`src/logic/tmr8_pkg.sv`:
```
package tmr8_pkg;

  localparam logic [7:0] TMR8_OFF_CTRL_A  = 8'h00;
  localparam logic [7:0] TMR8_OFF_CTRL_B  = 8'h04;
  localparam logic [7:0] TMR8_OFF_COUNT   = 8'h08;
  localparam logic [7:0] TMR8_OFF_CMP_A   = 8'h0C;
  localparam logic [7:0] TMR8_OFF_CMP_B   = 8'h10;
  localparam logic [7:0] TMR8_OFF_FLAGS   = 8'h14;
  localparam logic [7:0] TMR8_OFF_PINCFG  = 8'h18;

  localparam int TMR8_ACT_A_LSB = 6;
  localparam int TMR8_ACT_B_LSB = 4;
  localparam int TMR8_FORCE_A   = 7;
  localparam int TMR8_FORCE_B   = 6;
  localparam int TMR8_MODE_HI   = 3;

  localparam logic [7:0] TMR8_CTRL_A_RMASK = 8'hF3;
  localparam logic [7:0] TMR8_CTRL_B_RMASK = 8'h0F;
  localparam logic [7:0] TMR8_RESET_BYTE   = 8'h00;
  localparam logic [7:0] TMR8_MAX          = 8'hFF;
  localparam logic [7:0] TMR8_BOTTOM       = 8'h00;

  localparam logic [9:0] TMR8_DIV_8    = 10'h007;
  localparam logic [9:0] TMR8_DIV_64   = 10'h03F;
  localparam logic [9:0] TMR8_DIV_256  = 10'h0FF;
  localparam logic [9:0] TMR8_DIV_1024 = 10'h3FF;

  typedef enum logic [2:0] {
    TMR8_CS_STOP = 3'h0, TMR8_CS_DIV1 = 3'h1, TMR8_CS_DIV8 = 3'h2, TMR8_CS_DIV64 = 3'h3,
    TMR8_CS_DIV256 = 3'h4, TMR8_CS_DIV1024 = 3'h5, TMR8_CS_EXT_FALL = 3'h6,
    TMR8_CS_EXT_RISE = 3'h7
  } tmr8_cs_t;

  typedef struct packed {
    logic [1:0] act_a;
    logic [1:0] act_b;
    logic [2:0] mode;
    tmr8_cs_t   cs;
  } tmr8_cfg_t;

endpackage : tmr8_pkg

```
`src/logic/tmr8_edge_sync.sv`:
```
`timescale 1ns/100ps
module tmr8_edge_sync
  import tmr8_pkg::*;
(
  input  wire logic i_clk,
  input  wire logic i_reset_n,
  input  wire logic i_pin,
  output logic      o_rise,
  output logic      o_fall
);
  logic meta_r;
  logic sync_r;
  logic last_r;

  // first stage feeds only the second
  always_ff @(posedge i_clk or negedge i_reset_n) begin
    if (!i_reset_n) begin
      meta_r <= 1'b0;
      sync_r <= 1'b0;
      last_r <= 1'b0;
    end else begin
      meta_r <= i_pin;
      sync_r <= meta_r;
      last_r <= sync_r;
    end
  end

  assign o_rise = sync_r & ~last_r;
  assign o_fall = ~sync_r & last_r;
endmodule : tmr8_edge_sync

```
`src/logic/tmr8_timer.sv`:
```
`timescale 1ns/100ps
// Behaviour
// - nonzero action B drives pin b when pin direction bit 1 is set
// - non-PWM B: off, toggle, clear, set
// - fast PWM B: clear/set match, opposite TOP
// - phase correct B: up/down match opposite actions
// - compare equals TOP: act at TOP
// - control A bits 3:2 read zero
// - mode field selects sequence and TOP
// - compare update point and overflow timing
// - force bit applies action, non-PWM only
// - force sets no flag, no clear
// - force bits read back zero
// - control B bits 5:4 read zero
// - clock select stop, div 1..1024
// - selects 6/7 count external falling/rising
// - external edges count even as output
// - counter readable and writable anytime
// - counter write blocks next match
// - compare A matched continuously, flag set
// - non-PWM A: off, toggle, clear, set
// - flags set on match or overflow, clear by one
// - compare B matched continuously
module tmr8_timer
  import tmr8_pkg::*;
(
  input  wire logic        i_clk,
  input  wire logic        i_reset_n,
  input  wire logic        hsel,
  input  wire logic [31:0] haddr,
  input  wire logic [1:0]  htrans,
  input  wire logic        hwrite,
  input  wire logic [2:0]  hsize,
  input  wire logic [31:0] hwdata,
  input  wire logic        hready,
  output logic [31:0]      hrdata,
  output logic             hreadyout,
  output logic             hresp,
  input  wire logic        i_ext_count_input,
  output logic             o_chan_a_wave_out,
  output logic             o_chan_a_wave_oe,
  output logic             o_chan_b_wave_out,
  output logic             o_chan_b_wave_oe
);
  tmr8_cfg_t  cfg_r;
  logic [7:0] count_r;
  logic [7:0] cmp_a_r;
  logic [7:0] cmp_b_r;
  logic [7:0] cmp_a_buf_r;
  logic [7:0] cmp_b_buf_r;
  logic [2:0] flags_r;
  logic [1:0] dir_r;
  logic       down_r;
  logic       block_r;
  logic       wave_a_r;
  logic       wave_b_r;
  logic [9:0] pre_r;
  logic       wr_pend_r;
  logic [7:0] wr_addr_r;
  logic       rise;
  logic       fall;

  function automatic logic is_pwm(input logic [2:0] m);
    is_pwm = (m == 3'h1) || (m == 3'h3) || (m == 3'h5) || (m == 3'h7);
  endfunction : is_pwm

  function automatic logic is_phase(input logic [2:0] m);
    is_phase = (m == 3'h1) || (m == 3'h5);
  endfunction : is_phase

  // applies a non-PWM action to the current level
  function automatic logic match_act(input logic [1:0] act, input logic cur);
    case (act)
      2'b01:   match_act = ~cur;
      2'b10:   match_act = 1'b0;
      2'b11:   match_act = 1'b1;
      default: match_act = cur;
    endcase
  endfunction : match_act

  tmr8_edge_sync u_sync (
    .i_clk     (i_clk),
    .i_reset_n (i_reset_n),
    .i_pin     (i_ext_count_input),
    .o_rise    (rise),
    .o_fall    (fall)
  );

  // ---------------- bus slave ----------------
  logic       acc;
  logic       wr_en;
  logic [7:0] wbyte;
  assign acc       = hsel & hready & htrans[1];
  assign wr_en     = wr_pend_r;
  assign wbyte     = hwdata[7:0];
  assign hreadyout = 1'b1;
  assign hresp     = 1'b0;

  always_ff @(posedge i_clk or negedge i_reset_n) begin
    if (!i_reset_n) begin
      wr_pend_r <= 1'b0;
      wr_addr_r <= TMR8_RESET_BYTE;
    end else begin
      wr_pend_r <= acc & hwrite;
      wr_addr_r <= haddr[7:0];
    end
  end

  always_ff @(posedge i_clk or negedge i_reset_n) begin
    if (!i_reset_n) begin
      hrdata <= 32'h0000_0000;
    end else if (acc && !hwrite) begin
      if (haddr[7:0] == TMR8_OFF_CTRL_A) begin
        hrdata <= {24'h0, {cfg_r.act_a, cfg_r.act_b, 2'b00, cfg_r.mode[1:0]}
                   & TMR8_CTRL_A_RMASK};
      end else if (haddr[7:0] == TMR8_OFF_CTRL_B) begin
        hrdata <= {24'h0, {4'h0, cfg_r.mode[2], cfg_r.cs}
                   & TMR8_CTRL_B_RMASK};
      end else if (haddr[7:0] == TMR8_OFF_COUNT) begin
        hrdata <= {24'h0, count_r};
      end else if (haddr[7:0] == TMR8_OFF_CMP_A) begin
        hrdata <= {24'h0, cmp_a_buf_r};
      end else if (haddr[7:0] == TMR8_OFF_CMP_B) begin
        hrdata <= {24'h0, cmp_b_buf_r};
      end else if (haddr[7:0] == TMR8_OFF_FLAGS) begin
        hrdata <= {29'h0, flags_r};
      end else if (haddr[7:0] == TMR8_OFF_PINCFG) begin
        hrdata <= {30'h0, dir_r};
      end else begin
        hrdata <= 32'h0000_0000;
      end
    end
  end

  logic wr_ca;
  logic wr_cb;
  logic wr_cnt;
  logic wr_fl;
  assign wr_ca  = wr_en && (wr_addr_r == TMR8_OFF_CTRL_A);
  assign wr_cb  = wr_en && (wr_addr_r == TMR8_OFF_CTRL_B);
  assign wr_cnt = wr_en && (wr_addr_r == TMR8_OFF_COUNT);
  assign wr_fl  = wr_en && (wr_addr_r == TMR8_OFF_FLAGS);

  // force strobes live one cycle only, never stored
  logic force_a;
  logic force_b;
  assign force_a = wr_cb && wbyte[TMR8_FORCE_A] && !is_pwm(cfg_r.mode);
  assign force_b = wr_cb && wbyte[TMR8_FORCE_B] && !is_pwm(cfg_r.mode);

  always_ff @(posedge i_clk or negedge i_reset_n) begin
    if (!i_reset_n) begin
      cfg_r <= '{act_a: 2'b00, act_b: 2'b00, mode: 3'h0, cs: TMR8_CS_STOP};
      dir_r <= 2'b00;
    end else begin
      if (wr_ca) begin
        cfg_r.act_a     <= wbyte[TMR8_ACT_A_LSB +: 2];
        cfg_r.act_b     <= wbyte[TMR8_ACT_B_LSB +: 2];
        cfg_r.mode[1:0] <= wbyte[1:0];
      end
      if (wr_cb) begin
        cfg_r.mode[2] <= wbyte[TMR8_MODE_HI];
        cfg_r.cs      <= tmr8_cs_t'(wbyte[2:0]);
      end
      if (wr_en && (wr_addr_r == TMR8_OFF_PINCFG)) begin
        dir_r <= wbyte[1:0];
      end
    end
  end

  // ---------------- clock select ----------------
  logic tick;
  always_ff @(posedge i_clk or negedge i_reset_n) begin
    if (!i_reset_n) begin
      pre_r <= 10'h000;
    end else begin
      pre_r <= pre_r + 10'h001;
    end
  end

  always_comb begin
    case (cfg_r.cs)
      TMR8_CS_DIV1:     tick = 1'b1;
      TMR8_CS_DIV8:     tick = (pre_r[2:0] == TMR8_DIV_8[2:0]);
      TMR8_CS_DIV64:    tick = (pre_r[5:0] == TMR8_DIV_64[5:0]);
      TMR8_CS_DIV256:   tick = (pre_r[7:0] == TMR8_DIV_256[7:0]);
      TMR8_CS_DIV1024:  tick = (pre_r == TMR8_DIV_1024);
      TMR8_CS_EXT_FALL: tick = fall;
      TMR8_CS_EXT_RISE: tick = rise;
      default:          tick = 1'b0;
    endcase
  end

  // ---------------- counter ----------------
  logic [7:0] top;
  logic       top_is_a;
  assign top_is_a = cfg_r.mode[2] || (cfg_r.mode == 3'h2);
  assign top = top_is_a ? cmp_a_r : TMR8_MAX;

  logic match_a;
  logic match_b;
  assign match_a = tick && !block_r && (count_r == cmp_a_r);
  assign match_b = tick && !block_r && (count_r == cmp_b_r);

  logic at_top;
  assign at_top = tick && (count_r == top);

  always_ff @(posedge i_clk or negedge i_reset_n) begin
    if (!i_reset_n) begin
      count_r <= TMR8_RESET_BYTE;
      down_r  <= 1'b0;
      block_r <= 1'b0;
    end else if (wr_cnt) begin
      count_r <= wbyte;
      block_r <= 1'b1;
    end else if (tick) begin
      block_r <= 1'b0;
      if (is_phase(cfg_r.mode)) begin
        if (!down_r && count_r == top) begin
          down_r  <= 1'b1;
          count_r <= count_r - 8'h01;
        end else if (down_r && count_r == TMR8_BOTTOM) begin
          down_r  <= 1'b0;
          count_r <= count_r + 8'h01;
        end else begin
          count_r <= down_r ? count_r - 8'h01 : count_r + 8'h01;
        end
      end else if (top_is_a && count_r == top) begin
        down_r  <= 1'b0;
        count_r <= TMR8_BOTTOM;
      end else begin
        down_r  <= 1'b0;
        count_r <= count_r + 8'h01;
      end
    end
  end

  // compare registers: immediate outside PWM, at TOP in PWM
  always_ff @(posedge i_clk or negedge i_reset_n) begin
    if (!i_reset_n) begin
      cmp_a_buf_r <= TMR8_RESET_BYTE;
      cmp_b_buf_r <= TMR8_RESET_BYTE;
      cmp_a_r     <= TMR8_RESET_BYTE;
      cmp_b_r     <= TMR8_RESET_BYTE;
    end else begin
      if (wr_en && wr_addr_r == TMR8_OFF_CMP_A) begin
        cmp_a_buf_r <= wbyte;
      end
      if (wr_en && wr_addr_r == TMR8_OFF_CMP_B) begin
        cmp_b_buf_r <= wbyte;
      end
      if (!is_pwm(cfg_r.mode) || at_top) begin
        cmp_a_r <= cmp_a_buf_r;
        cmp_b_r <= cmp_b_buf_r;
      end
    end
  end

  // ---------------- flags: bit2 B, bit1 A, bit0 overflow ----------------
  logic ovf;
  always_comb begin
    if (is_phase(cfg_r.mode)) begin
      ovf = tick && down_r && (count_r == TMR8_BOTTOM);
    end else if (cfg_r.mode == 3'h7) begin
      ovf = at_top;
    end else if (cfg_r.mode == 3'h4 || cfg_r.mode == 3'h6) begin
      ovf = 1'b0;
    end else begin
      ovf = tick && (count_r == TMR8_MAX);
    end
  end

  logic [2:0] fl_set;
  logic [2:0] fl_clr;
  assign fl_set = {match_b, match_a, ovf};
  assign fl_clr = wr_fl ? wbyte[2:0] : 3'b000;

  // set beats a same-cycle write-one clear
  always_ff @(posedge i_clk or negedge i_reset_n) begin
    if (!i_reset_n) begin
      flags_r <= 3'b000;
    end else begin
      flags_r <= fl_set | (flags_r & ~fl_clr);
    end
  end

  // ---------------- waveform generators ----------------
  logic ign_b;
  logic ign_a;
  assign ign_b = is_pwm(cfg_r.mode) && cfg_r.act_b[1] && (cmp_b_r == top);
  assign ign_a = is_pwm(cfg_r.mode) && cfg_r.act_a[1] && (cmp_a_r == top);

  always_ff @(posedge i_clk or negedge i_reset_n) begin
    if (!i_reset_n) begin
      wave_b_r <= 1'b0;
    end else if (!is_pwm(cfg_r.mode)) begin
      if (match_b || force_b) begin
        wave_b_r <= match_act(cfg_r.act_b, wave_b_r);
      end
    end else if (cfg_r.act_b[1]) begin
      if (is_phase(cfg_r.mode)) begin
        if (ign_b && at_top) begin
          wave_b_r <= ~cfg_r.act_b[0];
        end else if (match_b && !ign_b) begin
          wave_b_r <= down_r ^ cfg_r.act_b[0];
        end
      end else if (match_b && !ign_b) begin
        wave_b_r <= cfg_r.act_b[0];
      end else if (at_top) begin
        wave_b_r <= ~cfg_r.act_b[0];
      end
    end
  end

  // channel A mirrors B; its toggle option in PWM is not provided here
  always_ff @(posedge i_clk or negedge i_reset_n) begin
    if (!i_reset_n) begin
      wave_a_r <= 1'b0;
    end else if (!is_pwm(cfg_r.mode)) begin
      if (match_a || force_a) begin
        wave_a_r <= match_act(cfg_r.act_a, wave_a_r);
      end
    end else if (cfg_r.act_a[1]) begin
      if (is_phase(cfg_r.mode)) begin
        if (ign_a && at_top) begin
          wave_a_r <= ~cfg_r.act_a[0];
        end else if (match_a && !ign_a) begin
          wave_a_r <= down_r ^ cfg_r.act_a[0];
        end
      end else if (match_a && !ign_a) begin
        wave_a_r <= cfg_r.act_a[0];
      end else if (at_top) begin
        wave_a_r <= ~cfg_r.act_a[0];
      end
    end
  end

  assign o_chan_b_wave_out = wave_b_r;
  assign o_chan_b_wave_oe  = (cfg_r.act_b != 2'b00) && dir_r[1];
  assign o_chan_a_wave_out = wave_a_r;
  assign o_chan_a_wave_oe  = (cfg_r.act_a != 2'b00) && dir_r[0];
endmodule : tmr8_timer

```
`config.mk`:
```
export PLATFORM = sky130hd
export DESIGN_NAME = tmr8_timer
export DESIGN_NICKNAME = d
export VERILOG_FILES = /design/src/logic/tmr8_pkg.sv /design/src/logic/tmr8_edge_sync.sv /design/src/logic/tmr8_timer.sv
export SDC_FILE = /design/constraint.sdc
export NUM_CORES = 1
export LEC_CHECK = 0
export ABC_CLOCK_PERIOD_IN_PS = 4300
export BUFFER_PORTS_ARGS = -buffer_cell sky130_fd_sc_hd__buf_2
export CORE_ASPECT_RATIO = 1.1
export CORE_MARGIN = 10
export CORE_UTILIZATION = 42
export DETAILED_ROUTE_END_ITERATION = 16
export SLEW_MARGIN = 20
export SYNTH_ARGS = -nofsm -noshare
export SYNTH_HDL_FRONTEND = slang
export SYNTH_SLANG_ARGS = --single-unit
```
`constraint.sdc`:
```
create_clock -name i_clk -period 4.3 [get_ports i_clk]
set_input_delay 0.86 -clock i_clk [delete_from_list [all_inputs] [get_ports i_clk]]
set_output_delay 0.86 -clock i_clk [all_outputs]
set_load 0.05 [all_outputs]
```
Yosys cells after proc, flatten, opt, wreduce, memory -nomap -nowiden
Index checks and enable logic that the tools add are counted.

Input bits: 75. Output and inout port bits: 38. Flip-flop bits (word level): 113.

Eq/ne operators: 49. Reduce and logical (&&, ||, !) cells: 60. Multiplexer cells: 43. Bitwise operators: 17. Add/sub/neg operators: 3.

Operators by type and width (number): $mux W8 (11); $mux W32 (2); $eq A8 B5 Y1 const B (6); $eq A8 B8 Y1 (5); $eq A8 B4 Y1 const B (4); $logic_and A1 B1 Y1 (32); $eq A3 B3 Y1 const B (9); $logic_not A8 Y1 (3); $mux W1 (24); $eq A8 B3 Y1 const B (2); $eq A8 B8 Y1 const B (2); $ne A4 B2 Y1 const B (4); $eq A3 B2 Y1 const B (4); $add A10 B1 Y10 const B (1); $eq A10 B10 Y1 const B (1); $reduce_and A5 Y1 (2); $reduce_bool A2 Y1 (5); $logic_or A1 B1 Y1 (9); $add A8 B1 Y8 const B (1); $eq A2 B2 Y1 const B (4); $reduce_bool A4 Y1 (2); $sub A8 B1 Y8 const B (1); $not A1 Y1 (7); $pmux W1 S7 (1); other kinds (15) (30).

Longest topological paths before layout
Depth in word-level cells: 13. Depth in mapped cells: 11. Mapped depth without buffers: 10.

Hierarchy
Synthesis repeated with hierarchy kept, for this count alone.

Cells, all modules: 544. Area total of the unflattened synthesis: 5265.0 µm².

Modules (own cells, without submodules): tmr8_timer (cells each 539, area an instance 5175.0 µm², seq. area each 2152.1 µm², times used 1); tmr8_edge_sync (cells each 5, area an instance 90.1 µm², seq. area each 75.1 µm², times used 1).

Worst setup path before layout
Ideal clock, no wire load.

Kind: register to register. Start point: register count_r[0]. End point: register count_r[5]. Arrival time: 2.484 ns. Buffers on the path: 1. Stages on the path, launching flop included: 12. Path slack: 1.743 ns. Cells stage by stage: dfrtp_1 > buf_2 > inv_1 > ha_1 > nand3b_1 > nor4_2 > or4_1 > or3_1 > mux2_2 > or3_1 > a21o_1 > a21oi_2.

Longest elaborated chain between the ends: 7. Elaborated cells between the ends (all ways): 14. Classes of those cells: add/sub (2); eq/ne (1); mux (7); reduce/logical (4).

Ends and longest elaborated chain: start, declared (RTL line tmr8_timer.sv:46) `logic [7:0] count_r;`; start signal, assigned (RTL line tmr8_timer.sv:213) `count_r <= wbyte;`; start signal, assigned (RTL line tmr8_timer.sv:220) `count_r <= count_r - 8'h01;`; start signal, assigned (RTL line tmr8_timer.sv:223) `count_r <= count_r + 8'h01;`; $add A8 B1 Y8 (tied with other cells) (RTL line tmr8_timer.sv:223, tmr8_timer.sv:225, tmr8_timer.sv:232); $mux W8 or $logic_and A1 B1 Y1 (tied branches) (RTL line tmr8_timer.sv:225, tmr8_timer.sv:221); $mux W8 (RTL line tmr8_timer.sv:221) `end else if (down_r && count_r == TMR8_BOTTOM) begin`; $mux W8 (RTL line tmr8_timer.sv:218) `if (!down_r && count_r == top) begin`; $mux W8 (*) (RTL line tmr8_timer.sv:217) `if (is_phase(cfg_r.mode)) begin`; $mux W8 (*) (RTL line tmr8_timer.sv:215) `end else if (tick) begin`; $mux W8 (*) (RTL line tmr8_timer.sv:212) `end else if (wr_cnt) begin`.

Mark *: on every way between the ends. The rest lies on a longest branch, timed or not. The select of a mux whose other input is x is not followed. A chain may end at the register's enable or synchronous reset.

Worst setup path in the final report
Start point: register cfg_r[4] (netlist bit). End point: register count_r[5].

Longest elaborated chain between the ends: 9. Elaborated cells between the ends (all ways): 14. Classes of those cells: eq/ne (4); mux (6); reduce/logical (4).

Ends and longest elaborated chain: start, declared (RTL line tmr8_timer.sv:45) `tmr8_cfg_t cfg_r;`; start signal, assigned (RTL line tmr8_timer.sv:152) `cfg_r <= '{act_a: 2'b00, act_b: 2'b00, mode: 3'h0, cs: TMR8_CS_STOP};`; $eq A3 B2 Y1 (RTL line tmr8_timer.sv:196) `assign top_is_a = cfg_r.mode[2] || (cfg_r.mode == 3'h2);`; $logic_or A1 B1 Y1 (RTL line tmr8_timer.sv:196); $mux W8 (RTL line tmr8_timer.sv:197) `assign top = top_is_a ? cmp_a_r : TMR8_MAX;`; $eq A8 B8 Y1 (RTL line tmr8_timer.sv:218, tmr8_timer.sv:227); $logic_and A1 B1 Y1 (on tied branches) (RTL line tmr8_timer.sv:227, tmr8_timer.sv:218); $mux W8 (on tied branches) (RTL line tmr8_timer.sv:227, tmr8_timer.sv:218); $mux W8 (*) (RTL line tmr8_timer.sv:217); $mux W8 (*) (RTL line tmr8_timer.sv:215); $mux W8 (*) (RTL line tmr8_timer.sv:212); end signal, assigned (RTL line tmr8_timer.sv:213); end signal, assigned (RTL line tmr8_timer.sv:220); end signal, assigned (RTL line tmr8_timer.sv:232) `count_r <= count_r + 8'h01;`.

Marked as above.

==> run summary <==
The floorplan die width came out at 127 um. The clock buffer count from CTS came out at 9. The number of post-CTS setup repair buffers is 0. The residual overflow from global routing came out at 0.

The startpoint identified for the worst register-to-register timing path is cfg_r[4]$_DFFE_PN0P_. The share of the Yosys chip area taken by registers is roughly two fifths. Clock skew on the completed layout was measured at 10.8 ps. The worst register-to-register path ends at count_r[5]$_DFFE_PN0P_. The global placement routability congestion came out at 0.874.

The clock network latency to the later pin of the worst-skew pair is 350 ps. The wire length after detailed routing came out at around 15 mm. Summing over every cut layer, the via total after detailed routing is approximately 4300. In this run the remaining antenna-violating nets after routing total 0. The most used flip-flop cell after synthesis is sky130_fd_sc_hd__dfrtp_1. For this run, the detailed router's first-pass iteration total came to 5. The number of rows in the core area came out at 43. The number of gates resized after cts is 0. The depth of the worst register-to-register path is 8.

The hold-fix buffer count after cts came out at 0. The net count reported at finish came out at between 600 and 700. The measured slew at the worst slew-check pin came out at slightly below 1000 ps. The headroom to the max-slew limit is a little over a third.

STA classifies the critical path startpoint as a flip-flop. In the synthesized netlist, the cells that appear most often are 89 x sky130_fd_sc_hd__dfrtp_1, 49 x sky130_fd_sc_hd__nand2_1, 35 x sky130_fd_sc_hd__mux2_2, 35 x sky130_fd_sc_hd__o21ai_0, 26 x sky130_fd_sc_hd__buf_4. The netlist area before placement is roughly 5300 um2. The mean area per synthesized cell came out at roughly 9.7 um2. After legalization and detailed placement, the total HPWL measured 10.8 mm. The detailed-route vias per instance came out at just under 6. The worst-case IR drop observed on VDD is about 0.00023 V. The data required time of the worst path came out at between 4000 and 5000 ps. Static timing analysis puts the maximum clock frequency at ~320 MHz. The worst reg-to-reg setup slack came out at roughly 1200 ps. Setup violations remaining at the end of the flow were counted as 0.

Across the run, the number of max-cap violations was 0. The worst setup path is of the flip-flop to flip-flop kind. The number of DRC violations after detailed-routing iteration 0 is 292.

Yosys printed 0 warnings. Counting I/O delays and the setup requirement, the final critical path takes between 3000 and 4000 ps. After layout, the worst path uses between 70% and 80% of the clock period. The area of the core is approximately 12000 um2. The wire length per cell after detailed routing is between 20 and 25 um.

After layout, the worst setup slack is 1220 ps. The share of post-route cells with drive strength above 1 came out at between 10% and 20%. In the global route stage, overall resource usage came out at roughly 16%. The clock-pin slew reported for the worst setup and hold paths after clock tree synthesis came out at around 70 ps. The largest net degree at the start of global routing is 70.

The die boundary height came out at 138 um. The maximum clock insertion buffer count is 2. Of all nets on the critical path, the largest fanout is 12. The instance count of the mapped netlist is approximately 550. The residual DRC count is 0. The count of state elements after synthesis is a little under 90.

The worst hold path passes through 0 cells. The via count of the first global-routing pass is roughly 4300. The final-report max-slew violation count was 0.

Setup repair after global routing left no endpoint under its margin. In this run the count of I/O pins placed on the die edge is between 100 and 150. The clock tree root driver cell is sky130_fd_sc_hd__clkbuf_16.

The run finished with clean final reports. The proportion of netlist area held by the largest area contributor is 41.9%. The final hold violation count is 0. The async set-or-reset flop fraction in the synthesized netlist came out at between 90% and 100%. Sorting the synthesized cells by area gives the leading types as sky130_fd_sc_hd__dfrtp_1 42%, sky130_fd_sc_hd__mux2_2 7.4%, sky130_fd_sc_hd__buf_4 3.7%.

The die area came out at around 18000 um2. The number of distinct library cells after synthesis is 75. The total power divided by cell area is between 300 and 400 nW/um2.

The startpoint identified for the worst hold timing path is u_sync.meta_r$_DFF_PN0_. The synthesized design spends more area on one cell type than any other, namely sky130_fd_sc_hd__dfrtp_1. Input and output buffers added on the ports amount to 34. The area growth from synthesis to layout is 8.40%.

The antenna diode count is 0. Among all cell types in the netlist, the one instantiated most often is sky130_fd_sc_hd__dfrtp_1. The endpoint arrival time on the critical path is roughly 3400 ps. The initial antenna violation count was 0. The endpoint with the worst hold slack is u_sync.sync_r$_DFF_PN0_. The worst setup timing slack at the placement stage came out at ~1300 ps. The worst hold path belongs to the class flip-flop to flip-flop. For this design, the sink count on the clock tree is approximately 90. The number of levels in the clock H-tree came out at 3. The global-route wire length before repair is about 23 mm. TritonCTS built the clock tree.

The aggregate negative setup slack is 0 ps. The leakage dissipation came out at 0.00258 uW. The worst setup path is captured at a flip-flop. In this run, synthesis inferred 0 flip-flops with an integrated enable. For this configuration, the core starts out at a cell density of between 40% and 50%.
-- per-layer routing --
layer  vias to the layer above  track usage, %  share of wire [%]
li1                       1974               -                  -
met1                      2104            20.5                 43
met2                       172            26.2                 47
met3                        34            3.56                6.4
met4                         0            7.68                3.1
met5                         -               0                  0
-- cells by family (layout without fill, tap and decap cells) --
kind of cell | count (synthesis) | count (layout) | synth area share, %
compound gates | 127 | 127 | 16.6
xor+xnor | 26 | 26 | 4.28
fa+ha+maj | 9 | 9 | 2.12
buf+inv | 76 | 72 | 7.48
flops | 89 | 89 | 41.9
mux | 42 | 42 | 8.76
other cells | 2 | 26 | 0.141
simple gates | 178 | 178 | 18.7
-- flip-flops by register name, indices dropped and copies added, names as in the netlist, 2 cells and up --
signal,cells
cmp_b_buf_r,8
cmp_a_r,8
dir_r,2
count_r,8
wr_addr_r,8
flags_r,3
cfg_r,10
cmp_a_buf_r,8
hrdata,8
pre_r,10
cmp_b_r,8
-- stage by stage --
| stage | util (%) | instances | cell area (um2) | power (uW) | hold WS (ps) |
|---|---|---|---|---|---|
| CTS | 46.2 | 726 | 5760 | 2270 | 361 |
| finish | 46.2 | 726 | 5760 | 2260 | 356 |
| detailed placement | 43.8 | 710 | 5470 | 1480 | 344 |
| floorplan | - | 573 | 5410 | 1370 | 331 |
| global placement | 43.8 | 710 | 5470 | 1470 | 331 |
| global route | 46.2 | 726 | 5760 | 2360 | 382 |
-- where the power goes --
group          total (uW)  internal (uW)  switching [uW]
logic                 421            175             246
clock network         787            422             365
registers            1050            893             157
-- worst max-delay path by stage --
stage / startpoint / to / slack [ps] / depth (start not counted)
2_1_floorplan: count_r[0]$_DFFE_PN0P_ / count_r[5]$_DFFE_PN0P_ / 1740 / 11
3_3_place_gp: cfg_r[4]$_DFFE_PN0P_ / count_r[6]$_DFFE_PN0P_ / 1310 / 8
3_5_place_dp: cfg_r[4]$_DFFE_PN0P_ / count_r[6]$_DFFE_PN0P_ / 1320 / 8
4_1_cts: cfg_r[4]$_DFFE_PN0P_ / count_r[5]$_DFFE_PN0P_ / 1280 / 8
5_1_grt: count_r[2]$_DFFE_PN0P_ / cmp_b_r[1]$_DFFE_PN0N_ / 1040 / 7
6_report: cfg_r[4]$_DFFE_PN0P_ / count_r[5]$_DFFE_PN0P_ / 1220 / 8
-- worst max-delay path, stage by stage, from the launching register on --
cell and delay, ps:
sky130_fd_sc_hd__dfrtp_1 550, sky130_fd_sc_hd__and2b_1 280, sky130_fd_sc_hd__nor2_1 400, sky130_fd_sc_hd__o22ai_1 250
sky130_fd_sc_hd__a41oi_2 520, sky130_fd_sc_hd__mux2_2 400, sky130_fd_sc_hd__or3_1 310, sky130_fd_sc_hd__a21o_1 170
sky130_fd_sc_hd__a21oi_2 120
-- placed cells by master (no fill, tap or decap), types with 4 or more instances in the layout --
cell / n
sky130_fd_sc_hd__nor4_1: 5
sky130_fd_sc_hd__ha_1: 9
sky130_fd_sc_hd__a31oi_1: 7
sky130_fd_sc_hd__mux2_2: 35
sky130_fd_sc_hd__a21oi_1: 21
sky130_fd_sc_hd__buf_2: 33
sky130_fd_sc_hd__nand4_1: 6
sky130_fd_sc_hd__nand3_1: 17
sky130_fd_sc_hd__nand2b_1: 8
sky130_fd_sc_hd__and4_1: 5
sky130_fd_sc_hd__a22o_1: 6
sky130_fd_sc_hd__xnor2_1: 17
sky130_fd_sc_hd__clkbuf_16: 9
sky130_fd_sc_hd__conb_1: 26
sky130_fd_sc_hd__o31ai_1: 7
sky130_fd_sc_hd__inv_1: 20
sky130_fd_sc_hd__o211ai_1: 4
sky130_fd_sc_hd__or3_1: 8
sky130_fd_sc_hd__nor3_1: 12
sky130_fd_sc_hd__and3_1: 9
sky130_fd_sc_hd__xor2_1: 9
sky130_fd_sc_hd__nand2_1: 49
sky130_fd_sc_hd__mux2i_1: 6
sky130_fd_sc_hd__a211oi_1: 5
sky130_fd_sc_hd__nor2b_1: 5
sky130_fd_sc_hd__nor2_1: 23
sky130_fd_sc_hd__a221oi_1: 5
sky130_fd_sc_hd__o21ai_0: 35
sky130_fd_sc_hd__and2_1: 4
sky130_fd_sc_hd__dfrtp_1: 89
-- layout make-up --
class	instances	area, um2
Fill cell	1208	6720
Tap cell	157	196
Clock inverter	6	56.3
Multi-Input combinational cell	408	2780
Sequential cell	89	2230
Clock buffer	10	239
Inverter	20	75.1
Timing Repair Buffer	36	188
Power figures use the tool's default switching activity.
